===== config.mk =====
export PLATFORM = sky130hd
export DESIGN_NAME = iem_io_expander_manager
export DESIGN_NICKNAME = d
export VERILOG_FILES = /design/src/verilog/iem_pkg.sv /design/src/verilog/iem_i2c_bit_engine.sv /design/src/verilog/iem_io_expander_manager.sv
export SDC_FILE = /design/constraint.sdc
export NUM_CORES = 1
export LEC_CHECK = 0
export BUFFER_PORTS_ARGS = -buffer_cell sky130_fd_sc_hd__clkbuf_2
export CAP_MARGIN = 40
export CELL_PAD_IN_SITES_DETAIL_PLACEMENT = 1
export CELL_PAD_IN_SITES_GLOBAL_PLACEMENT = 1
export CORE_ASPECT_RATIO = 1.4
export CORE_MARGIN = 2
export CORE_UTILIZATION = 38
export CTS_CLUSTER_SIZE = 16
export DETAILED_ROUTE_END_ITERATION = 10
export PLACE_DENSITY_LB_ADDON = 0.1
export RECOVER_POWER = 100
export SETUP_SLACK_MARGIN = 0.02
export SLEW_MARGIN = 0
export SYNTH_ARGS = -nofsm -noshare
export SYNTH_HDL_FRONTEND = slang
export SYNTH_HIERARCHICAL = 1
export SYNTH_SLANG_ARGS = --single-unit

===== constraint.sdc =====
create_clock -name clk_i -period 2.6 [get_ports clk_i]
set_input_delay 0.26 -clock clk_i [delete_from_list [all_inputs] [get_ports clk_i]]
set_output_delay 0.26 -clock clk_i [all_outputs]
set_load 0.01 [all_outputs]

===== src/verilog/iem_pkg.sv =====
`default_nettype none

package iem_pkg;
    localparam int NUM_EXP = 14;
    localparam int NUM_PORT = 16;

    localparam logic [7:0] ADDR0_OFS = 8'h00;
    localparam logic [7:0] STATUS_OFS = 8'h10;
    localparam logic [7:0] INDATA_OFS = 8'h14;
    localparam logic [7:0] SLOT0_OFS = 8'h18;
    localparam logic [7:0] SLOT1_OFS = 8'h1c;
    localparam int ST_NACK_BIT = 17;

    localparam logic [3:0] EXP_MRL = 4'h8;
    localparam logic [3:0] EXP_ILOCK_LO = 4'h9;
    localparam logic [3:0] EXP_ILOCK_HI = 4'ha;
    localparam logic [3:0] EXP_FRST = 4'hb;
    localparam logic [3:0] EXP_LINK_LO = 4'hc;
    localparam logic [3:0] EXP_LINK_HI = 4'hd;

    localparam logic [7:0] XREG_OUT0 = 8'h02;
    localparam logic [7:0] NO_INVERT = 8'h00;
    localparam logic [7:0] HP_DIR = 8'hf8;
    localparam logic [7:0] DIR_ALL_IN = 8'hff;
    localparam logic [7:0] DIR_ALL_OUT = 8'h00;

    localparam logic [2:0] STEP_OUT0 = 3'h0;
    localparam logic [2:0] STEP_CFG0 = 3'h2;
    localparam logic [2:0] STEP_LAST = 3'h7;

    localparam int I2C_QUARTER_NS = 2500;
    localparam int CLK_MHZ = 25;
    localparam logic [7:0] QUARTER_CYC = 8'((I2C_QUARTER_NS * CLK_MHZ + 999) / 1000);

    typedef enum logic [1:0] {OP_START, OP_WRITE, OP_READ, OP_STOP} iem_i2c_op_t;

    typedef struct packed {
        iem_i2c_op_t op;
        logic [7:0] data;
    } iem_i2c_cmd_t;

    typedef struct packed {
        logic [15:0] attn;
        logic [15:0] pwr_ind;
        logic [15:0] pwr_en;
        logic [15:0] ilock;
    } iem_slot_t;

    localparam iem_slot_t SLOT_RESET = '{
        attn: 16'hffff, pwr_ind: 16'h0000, pwr_en: 16'hffff, ilock: 16'h0000};
endpackage

`default_nettype wire

===== src/verilog/iem_i2c_bit_engine.sv =====
`timescale 1ns/100ps
`default_nettype none

module iem_i2c_bit_engine
    import iem_pkg::*;
(
    input wire logic clk_i,
    input wire logic rst_i,
    input wire logic go_i,
    input wire iem_i2c_cmd_t cmd_i,
    input wire logic scl_i,
    input wire logic sda_i,
    output logic scl_oe_o,
    output logic sda_oe_o,
    output logic done_o,
    output logic nack_o,
    output logic [7:0] rx_o
);
    logic [1:0] scl_sync_reg;
    logic [1:0] sda_sync_reg;
    logic [7:0] div_reg;
    logic busy_reg;
    iem_i2c_op_t op_reg;
    logic [1:0] q_reg;
    logic [3:0] bit_reg;
    logic [8:0] tx_reg;
    logic [8:0] rx_reg;

    wire tick = div_reg == QUARTER_CYC - 8'h01;
    wire is_bit = (op_reg == OP_WRITE) || (op_reg == OP_READ);
    wire last_bit = bit_reg == 4'h8;
    wire finish = !is_bit || last_bit;

    always_ff @(posedge clk_i) begin
        if (rst_i) begin
            scl_sync_reg <= 2'h3;
            sda_sync_reg <= 2'h3;
            div_reg <= 8'h00;
            busy_reg <= 1'b0;
            op_reg <= OP_START;
            q_reg <= 2'h0;
            bit_reg <= 4'h0;
            tx_reg <= 9'h1ff;
            rx_reg <= 9'h000;
            scl_oe_o <= 1'b0;
            sda_oe_o <= 1'b0;
            done_o <= 1'b0;
            nack_o <= 1'b0;
            rx_o <= 8'h00;
        end else begin
            scl_sync_reg <= {scl_sync_reg[0], scl_i};
            sda_sync_reg <= {sda_sync_reg[0], sda_i};
            done_o <= 1'b0;
            div_reg <= (tick || !busy_reg) ? 8'h00 : div_reg + 8'h01;
            if (!busy_reg && go_i) begin
                busy_reg <= 1'b1;
                op_reg <= cmd_i.op;
                q_reg <= 2'h0;
                bit_reg <= 4'h0;
                // Reads always end with a NACK: one byte per read
                tx_reg <= (cmd_i.op == OP_WRITE) ? {cmd_i.data, 1'b1} : 9'h1ff;
            end else if (busy_reg && tick) begin
                case (q_reg)
                    2'h0: begin
                        sda_oe_o <= is_bit ? ~tx_reg[8] : (op_reg == OP_STOP);
                        q_reg <= 2'h1;
                    end
                    2'h1: begin
                        scl_oe_o <= 1'b0;
                        q_reg <= 2'h2;
                    end
                    2'h2: begin
                        // Holds here while the far end stretches the clock
                        if (scl_sync_reg[1]) begin
                            rx_reg <= {rx_reg[7:0], sda_sync_reg[1]};
                            if (op_reg == OP_START) begin
                                sda_oe_o <= 1'b1;
                            end
                            q_reg <= 2'h3;
                        end
                    end
                    default: begin
                        if (op_reg == OP_STOP) begin
                            sda_oe_o <= 1'b0;
                        end else begin
                            scl_oe_o <= 1'b1;
                        end
                        q_reg <= 2'h0;
                        tx_reg <= {tx_reg[7:0], 1'b1};
                        bit_reg <= bit_reg + 4'h1;
                        if (finish) begin
                            busy_reg <= 1'b0;
                            done_o <= 1'b1;
                            rx_o <= rx_reg[8:1];
                            nack_o <= (op_reg == OP_WRITE) && rx_reg[0];
                        end
                    end
                endcase
            end
        end
    end
endmodule

`default_nettype wire


===== src/verilog/iem_io_expander_manager.sv =====
`timescale 1ns/100ps
`default_nettype none

module iem_io_expander_manager
    import iem_pkg::*;
(
    input wire logic clk_i,
    input wire logic rst_i,
    input wire logic [7:0] wb_adr_i,
    input wire logic [31:0] wb_dat_i,
    input wire logic [3:0] wb_sel_i,
    input wire logic wb_we_i,
    input wire logic wb_cyc_i,
    input wire logic wb_stb_i,
    output logic [31:0] wb_dat_o,
    output logic wb_ack_o,
    input wire logic eeprom_done_i,
    input wire logic [15:0] port_active_i,
    input wire logic [15:0] link_up_i,
    input wire logic [15:0] link_act_i,
    input wire logic scl_i,
    output logic scl_o,
    output logic scl_oe_o,
    input wire logic sda_i,
    output logic sda_o,
    output logic sda_oe_o,
    output logic busy_o
);
    typedef enum logic [3:0] {
        S_IDLE,
        S_START,
        S_ADDRW,
        S_REG,
        S_DATA,
        S_RSTART,
        S_ADDRR,
        S_RDATA,
        S_STOP
    } iem_state_t;

    logic [6:0] exp_addr_reg [NUM_EXP];
    logic [13:0] pending_reg;
    logic [13:0] pending_next;
    iem_state_t state_reg;
    iem_state_t state_next;
    logic [3:0] cur_reg;
    logic [3:0] cur_next;
    logic [2:0] step_reg;
    logic [2:0] step_next;
    logic abort_reg;
    logic abort_next;
    logic go_reg;
    logic go_next;
    iem_i2c_cmd_t cmd_reg;
    iem_i2c_cmd_t cmd_next;
    logic nack_err_reg;
    logic [15:0] indata_reg;
    logic [3:0] inidx_reg;
    iem_slot_t slot_reg;
    logic pull_low_reg;
    logic eng_done;
    logic eng_nack;
    logic [7:0] eng_rx;
    logic eng_scl_oe;
    logic eng_sda_oe;

    function automatic logic [31:0] merge32(input logic [31:0] old_v, input logic [31:0] new_v,
                                            input logic [3:0] sel);
        logic [31:0] res;
        res = old_v;
        for (int b = 0; b < 4; b++) begin
            if (sel[b]) begin
                res[8*b +: 8] = new_v[8*b +: 8];
            end
        end
        return res;
    endfunction

    function automatic logic [7:0] addr_field(input logic [3:0] idx);
        return (32'(idx) < NUM_EXP) ? {1'b0, exp_addr_reg[idx]} : 8'h00;
    endfunction

    // Expander k: lower byte port 4*(k/2)+(k%2), upper byte two above
    function automatic logic [3:0] port_of(input logic [3:0] k, input logic upper);
        return {k[2:1], upper, k[0]};
    endfunction

    // Hot-plug byte: bit0 attention, bit1 power indicator, bit2 power enable, rest inputs
    function automatic logic [7:0] hp_byte(input logic [3:0] p);
        logic act;
        act = port_active_i[p];
        return {5'h1f,
                act ? slot_reg.pwr_en[p] : 1'b0,
                act ? slot_reg.pwr_ind[p] : 1'b1,
                act ? slot_reg.attn[p] : 1'b1};
    endfunction

    function automatic logic has_outputs(input logic [3:0] k);
        return !((k == EXP_MRL) || (k == EXP_FRST));
    endfunction

    function automatic logic [3:0] lowest_set(input logic [13:0] v);
        logic [3:0] res;
        res = 4'h0;
        for (int i = NUM_EXP - 1; i >= 0; i--) begin
            if (v[i]) begin
                res = 4'(i);
            end
        end
        return res;
    endfunction

    // Wishbone decode
    wire wb_req = wb_cyc_i && wb_stb_i && !wb_ack_o;
    wire wb_wr = wb_cyc_i && wb_stb_i && wb_we_i && wb_ack_o;
    wire [7:0] wb_word = {wb_adr_i[7:2], 2'b00};
    wire hit_addr = wb_word < STATUS_OFS;
    wire hit_status = wb_word == STATUS_OFS;
    wire hit_indata = wb_word == INDATA_OFS;
    wire hit_slot0 = wb_word == SLOT0_OFS;
    wire hit_slot1 = wb_word == SLOT1_OFS;

    wire [13:0] set_pend;
    genvar gi;
    for (gi = 0; gi < NUM_EXP; gi++) begin : g_field
        // One byte lane per field; any written lane starts that expander
        assign set_pend[gi] = wb_wr && hit_addr && (wb_adr_i[3:2] == 2'(gi / 4))
                              && wb_sel_i[gi % 4];
    end

    wire [31:0] rd_addr_word = {addr_field({wb_adr_i[3:2], 2'h3}),
                                addr_field({wb_adr_i[3:2], 2'h2}),
                                addr_field({wb_adr_i[3:2], 2'h1}),
                                addr_field({wb_adr_i[3:2], 2'h0})};
    wire [31:0] rd_status = {13'h0000, eeprom_done_i, nack_err_reg, busy_o, 2'h0, pending_reg};
    wire [31:0] rd_indata = {12'h000, inidx_reg, indata_reg};
    wire [31:0] rd_slot0 = {slot_reg.pwr_ind, slot_reg.attn};
    wire [31:0] rd_slot1 = {slot_reg.ilock, slot_reg.pwr_en};
    wire [31:0] rd_data = hit_addr ? rd_addr_word :
                          hit_status ? rd_status :
                          hit_indata ? rd_indata :
                          hit_slot0 ? rd_slot0 :
                          hit_slot1 ? rd_slot1 : 32'h0000_0000;

    // Bytes sent to the current expander
    wire [15:0] ilock_act = slot_reg.ilock & port_active_i;
    wire [15:0] link_up_n = ~(link_up_i & port_active_i);
    wire [15:0] link_act_n = ~(link_act_i & port_active_i);
    wire is_hp = cur_reg < EXP_MRL;
    wire [7:0] lo_out = is_hp ? hp_byte(port_of(cur_reg, 1'b0)) :
                        (cur_reg == EXP_ILOCK_LO) ? ilock_act[7:0] :
                        (cur_reg == EXP_ILOCK_HI) ? ilock_act[15:8] :
                        (cur_reg == EXP_LINK_LO) ? link_up_n[7:0] :
                        link_up_n[15:8];
    wire [7:0] hi_out = is_hp ? hp_byte(port_of(cur_reg, 1'b1)) :
                        (cur_reg == EXP_ILOCK_LO) ? ilock_act[7:0] :
                        (cur_reg == EXP_ILOCK_HI) ? ilock_act[15:8] :
                        (cur_reg == EXP_LINK_LO) ? link_act_n[7:0] :
                        link_act_n[15:8];
    wire [7:0] dir_byte = is_hp ? HP_DIR :
                          has_outputs(cur_reg) ? DIR_ALL_OUT : DIR_ALL_IN;
    wire [7:0] data_byte = (step_reg == 3'h0) ? lo_out :
                           (step_reg == 3'h1) ? hi_out :
                           (step_reg == 3'h2) ? NO_INVERT :
                           (step_reg == 3'h3) ? NO_INVERT :
                           dir_byte;
    wire is_read_step = step_reg[2] && step_reg[1];
    wire [7:0] reg_index = is_read_step ? {7'h00, step_reg[0]} :
                           XREG_OUT0 + {5'h00, step_reg};
    wire [7:0] addr_w = {exp_addr_reg[cur_reg], 1'b0};
    wire [7:0] addr_r = {exp_addr_reg[cur_reg], 1'b1};

    wire [3:0] first = lowest_set(pending_reg);
    wire launch = (state_reg == S_IDLE) && eeprom_done_i && (|pending_reg);
    wire [13:0] first_hot = 14'h0001 << first;

    // A request arriving as its expander is launched is kept for a rerun
    assign pending_next = (pending_reg & ~(launch ? first_hot : 14'h0000)) | set_pend;

    always_comb begin
        state_next = state_reg;
        cur_next = cur_reg;
        step_next = step_reg;
        abort_next = abort_reg;
        cmd_next = cmd_reg;
        go_next = 1'b0;
        if (launch) begin
            state_next = S_START;
            cur_next = first;
            step_next = has_outputs(first) ? STEP_OUT0 : STEP_CFG0;
            abort_next = 1'b0;
            cmd_next = '{op: OP_START, data: 8'h00};
            go_next = 1'b1;
        end else if (eng_done && state_reg != S_IDLE) begin
            go_next = 1'b1;
            if (eng_nack) begin
                // A missing expander ends its sequence with a stop
                state_next = S_STOP;
                abort_next = 1'b1;
                cmd_next = '{op: OP_STOP, data: 8'h00};
            end else begin
                case (state_reg)
                    S_START: begin
                        state_next = S_ADDRW;
                        cmd_next = '{op: OP_WRITE, data: addr_w};
                    end
                    S_ADDRW: begin
                        state_next = S_REG;
                        cmd_next = '{op: OP_WRITE, data: reg_index};
                    end
                    S_REG: begin
                        if (is_read_step) begin
                            state_next = S_RSTART;
                            cmd_next = '{op: OP_START, data: 8'h00};
                        end else begin
                            state_next = S_DATA;
                            cmd_next = '{op: OP_WRITE, data: data_byte};
                        end
                    end
                    S_RSTART: begin
                        state_next = S_ADDRR;
                        cmd_next = '{op: OP_WRITE, data: addr_r};
                    end
                    S_ADDRR: begin
                        state_next = S_RDATA;
                        cmd_next = '{op: OP_READ, data: 8'h00};
                    end
                    S_DATA, S_RDATA: begin
                        state_next = S_STOP;
                        cmd_next = '{op: OP_STOP, data: 8'h00};
                    end
                    S_STOP: begin
                        if (abort_reg || step_reg == STEP_LAST) begin
                            state_next = S_IDLE;
                            go_next = 1'b0;
                        end else begin
                            state_next = S_START;
                            step_next = step_reg + 3'h1;
                            cmd_next = '{op: OP_START, data: 8'h00};
                        end
                    end
                    default: begin
                        state_next = S_IDLE;
                        go_next = 1'b0;
                    end
                endcase
            end
        end
    end

    always_ff @(posedge clk_i) begin
        if (rst_i) begin
            state_reg <= S_IDLE;
            cur_reg <= 4'h0;
            step_reg <= 3'h0;
            abort_reg <= 1'b0;
            go_reg <= 1'b0;
            cmd_reg <= '{op: OP_START, data: 8'h00};
            pending_reg <= 14'h0000;
            busy_o <= 1'b0;
        end else begin
            state_reg <= state_next;
            cur_reg <= cur_next;
            step_reg <= step_next;
            abort_reg <= abort_next;
            go_reg <= go_next;
            cmd_reg <= cmd_next;
            pending_reg <= pending_next;
            busy_o <= state_next != S_IDLE;
        end
    end

    always_ff @(posedge clk_i) begin
        if (rst_i) begin
            for (int i = 0; i < NUM_EXP; i++) begin
                exp_addr_reg[i] <= 7'h00;
            end
        end else begin
            for (int i = 0; i < NUM_EXP; i++) begin
                if (set_pend[i]) begin
                    exp_addr_reg[i] <= wb_dat_i[8*(i%4) +: 7];
                end
            end
        end
    end

    always_ff @(posedge clk_i) begin
        if (rst_i) begin
            slot_reg <= SLOT_RESET;
        end else if (wb_wr && hit_slot0) begin
            {slot_reg.pwr_ind, slot_reg.attn} <= merge32(rd_slot0, wb_dat_i, wb_sel_i);
        end else if (wb_wr && hit_slot1) begin
            {slot_reg.ilock, slot_reg.pwr_en} <= merge32(rd_slot1, wb_dat_i, wb_sel_i);
        end
    end

    wire nack_clr = wb_wr && hit_status && wb_sel_i[2] && wb_dat_i[ST_NACK_BIT];
    wire nack_set = eng_done && eng_nack && (state_reg != S_IDLE);

    always_ff @(posedge clk_i) begin
        if (rst_i) begin
            nack_err_reg <= 1'b0;
            indata_reg <= 16'h0000;
            inidx_reg <= 4'h0;
        end else begin
            // Set wins over a same-cycle clear
            nack_err_reg <= nack_set || (nack_err_reg && !nack_clr);
            if (eng_done && state_reg == S_RDATA) begin
                inidx_reg <= cur_reg;
                if (step_reg[0]) begin
                    indata_reg[15:8] <= eng_rx;
                end else begin
                    indata_reg[7:0] <= eng_rx;
                end
            end
        end
    end

    always_ff @(posedge clk_i) begin
        if (rst_i) begin
            wb_ack_o <= 1'b0;
            wb_dat_o <= 32'h0000_0000;
            pull_low_reg <= 1'b0;
        end else begin
            wb_ack_o <= wb_req;
            pull_low_reg <= 1'b0;
            if (wb_req) begin
                wb_dat_o <= rd_data;
            end
        end
    end

    iem_i2c_bit_engine u_engine (
        .clk_i(clk_i),
        .rst_i(rst_i),
        .go_i(go_reg),
        .cmd_i(cmd_reg),
        .scl_i(scl_i),
        .sda_i(sda_i),
        .scl_oe_o(eng_scl_oe),
        .sda_oe_o(eng_sda_oe),
        .done_o(eng_done),
        .nack_o(eng_nack),
        .rx_o(eng_rx)
    );

    // Open drain: level is always low, only the enables move
    assign scl_o = pull_low_reg;
    assign sda_o = pull_low_reg;
    assign scl_oe_o = eng_scl_oe;
    assign sda_oe_o = eng_sda_oe;
endmodule

`default_nettype wire


==> run_results.csv <==
group,metric,value,unit
global_routing,grt_max_degree,76,
timing,hold_violations,0,
routing,wl,59.70,mm
floorplanning,rows,87,
critical_path,crit_path_start_kind,"flip-flop",
logic_synthesis,avgSynthCellArea,9.639,µm²
critical_path,rrSetupSlack,0.20,ns
logic_synthesis,synth-edff-count,98,
timing,fmax,0.4166,GHz
clock_tree,clockBufferDepth,3,
routing,drtIter0Drc,908,
floorplanning,core_area,0.04028,mm²
pwr,p_leak,6.759,nW
logic_synthesis,synthFlopType,"dfxtp_1",
timing,finalSetupViolCount,0,
placed_design,place_congestion,0.9114,
logic_synthesis,synth_top_area_share,27.06,%
logic_synthesis,syn-cell-area,0.01554,mm²
floorplanning,die_x,174.9,µm
timing,timing.final.ws_setup,0.1997,ns
critical_path,cp-endpoint,"cmd_reg[4]",
clock_tree,tritoncts,"built",
clock_tree,clk_pin_slew,0.06,ns
routing,routed_via_density,5.856,
finish,diodes,0,
logic_synthesis,async_flop_share,0,%
global_routing,grt_pass1_wl,88.57,mm
hold_path,hp-class,"input pin to flip-flop",
logic_synthesis,yosysWarnings,6,
global_routing,top_usage_layer,"met2",
finish,fillers,4629,
outcome,outcome,"finished with violations",
routing,wire_per_inst,25.80,µm
timing,hold_slack,0.01035,ns
critical_path,r2r_cells,6,
floorplanning,die_area,0.04255,mm²
finish,largest_reg_flops,98,
critical_path,endpoint_kind,"flip-flop",
clock_tree,numCtsBuffers,35,
global_routing,gr-total-overflow,0,
timing,worst_pin_slew,1.776,ns
timing,rsz0062_at_grt,"false",
critical_path,critPathMaxFanout,24,
logic_synthesis,synthCells,1612,
critical_path,cpPeakStageDelay,0.59,ns
timing,fin_setup_tns,0,ns
global_routing,grt_pass1_vias,13910,
logic_synthesis,ys_seq_area_share,45.99,%
finish,drive_gt1_share,16.69,%
logic_synthesis,yosys-top-cells-count,"nor2_1 (215), dfxtp_1 (210), nand2_1 (196), edfxtp_1 (98), a21oi_1 (95)",
logic_synthesis,synth.most_common_cell,"nor2_1",
placed_design,io_buffers,133,
global_routing,grt.total_usage,27.75,%
logic_synthesis,yosysTopAreaCell,"dfxtp_1",
critical_path,crit_buf_inv,1,
routing,firstDrtPassIters,5,
timing,slew_violations,74,
critical_path,slowest_stage,"mux4_2",
critical_path,arrival,2.78,ns
timing,fin_worst_skew,0.02156,ns
timing,finalCritPeriodShare,92.32,%
finish,finalNetCount,1873,
logic_synthesis,synth_seq_cells,308,
critical_path,worstPathCellList,"buf_12, mux4_2, mux2i_1, nor2_1, a221oi_1, a21oi_1",
critical_path,r2r-end,"cmd_reg[4]",
floorplanning,fp.dieH,243.3,µm
critical_path,required,2.98,ns
finish,area_delta_synth_final,16.70,%
routing,drc_errors,0,
clock_tree,htree_levels,2,
routing,num_vias,13550,
critical_path,critical_path.top_delay_family,"multiplexers",
finish,post-route-cell-area,0.01813,mm²
logic_synthesis,synthDistinctLibCells,78,
critical_path,worstSetupPathType,"flip-flop to flip-flop",
global_routing,grtUsageMet3,2.981,%
clock_tree,clkLatencyLatePin,0.53,ns
floorplanning,pin_count,138,
timing,fin_crit,2.400,ns
logic_synthesis,synth_area_leaders,"dfxtp_1 (27%), edfxtp_1 (19%), mux4_2 (9.6%)",
placed_design,dpl_worst_slack,0.1394,ns
outcome,violations,"max-capacitance violations, max-slew violations",
clock_tree,post_cts_resized,0,
clock_tree,clock_sinks,308,
global_routing,met2_usage,51.30,%
clock_tree,root_buffer,"clkbuf_16",
pwr,ir_drop,0.4723,mV
placed_design,dpl_cell_area,0.01711,mm²
global_routing,antenna_found_initial,0,
timing,slew_headroom,-18.43,%
global_routing,grt_util_met1,32.88,%
flow_run,drv_cap,1,
critical_path,crit_cells,6,
placed_design,hpwl,45.24,mm
floorplanning,start_util,38.58,%
pwr,p_per_area,605.4,mW/mm²
routing,ant_nets,0,
## tightest hold or removal path, stage by stage
cell      delay (ns)
clkbuf_2        0.11
nand3_1         0.07
a21oi_1         0.05
## final cells by class
class	instances	area [µm²]	share of cell area, %
clock buffer	50	992.2	5.472
clock inverter	12	161.4	0.8901
inverter	57	214.0	1.180
multi-input combinational	1143	7732	42.64
sequential	308	7147	39.41
tap	534	668.1	3.685
timing repair buffer	210	1219	6.721
## metal layers
| layer | wire length [µm] | vias to the layer above | share of wire [%] |
|---|---|---|---|
| met5 | 0 | - | 0 |
| met4 | 2207 | 0 | 3.7 |
| met2 | 31720 | 364 | 53 |
| met1 | 23150 | 6962 | 39 |
| met3 | 2623 | 102 | 4.4 |
| li1 | - | 6123 | - |
## power by group
part	switching [mW]	internal, mW	leakage (nW)	total [mW]
sequential	0.0740	5.06	2.70	5.14
clock	2.06	3.05	0.569	5.11
combinational	0.463	0.265	3.49	0.728
total	2.60	8.38	6.76	11.0
## through the flow
step / power, mW / instances / utilization [%]
floorplan: 5.582 / 1613 / -
global placement: 5.960 / 2246 / 42.48
detailed placement: 5.971 / 2246 / 42.48
CTS: 11.08 / 2314 / 45.49
global route: 11.29 / 2314 / 45.02
finish: 10.98 / 2314 / 45.02
## kinds of logic (layout without fill, tap and decap cells)
family	Yosys count	after routing	synth area share, %
flops	308	308	45.99
other cells	1	2	0.02413
compound gates	284	284	12.39
buf+inv	162	329	4.203
xor+xnor	13	13	0.7328
simple gates	698	698	21.59
mux	128	128	13.62
fa+ha+maj	18	18	1.449
## cell usage in the layout (no fill, tap or decap), types with 18 or more instances in the layout
cell type,n
nand3_1,68
nand2_1,196
mux2i_1,55
o21ai_0,48
nor2b_1,18
mux4_2,66
nand2b_1,54
a211oi_1,19
clkbuf_2,103
a21oi_1,95
ha_1,18
edfxtp_1,98
dfxtp_1,210
clkbuf_1,64
clkbuf_16,35
nand3b_1,33
inv_1,57
buf_4,37
nor3_1,36
a221oi_1,31
nor2_1,214
## what timing repair did
action	4_1_cts	5_1_grt
hold endpoints to repair	10	0
hold buffers	6	0
buffers inserted	0	0
## worst min path at each step
stage                        startpoint                        to  slack, ns  depth (start not counted)
2_1_floorplan                     scl_i  u_engine/scl_sync_reg[0]       0.36                          1
3_3_place_gp   u_engine/sda_sync_reg[0]  u_engine/sda_sync_reg[1]       0.40                          1
3_5_place_dp   u_engine/sda_sync_reg[0]  u_engine/sda_sync_reg[1]       0.42                          1
4_1_cts                    wb_dat_i[23]              rd_slot1[23]      0.002                          3
5_1_grt                    wb_dat_i[23]              rd_slot1[23]       0.03                          3
6_report                   wb_dat_i[23]              rd_slot1[23]       0.01                          3
(Power assumes the default switching activity.)
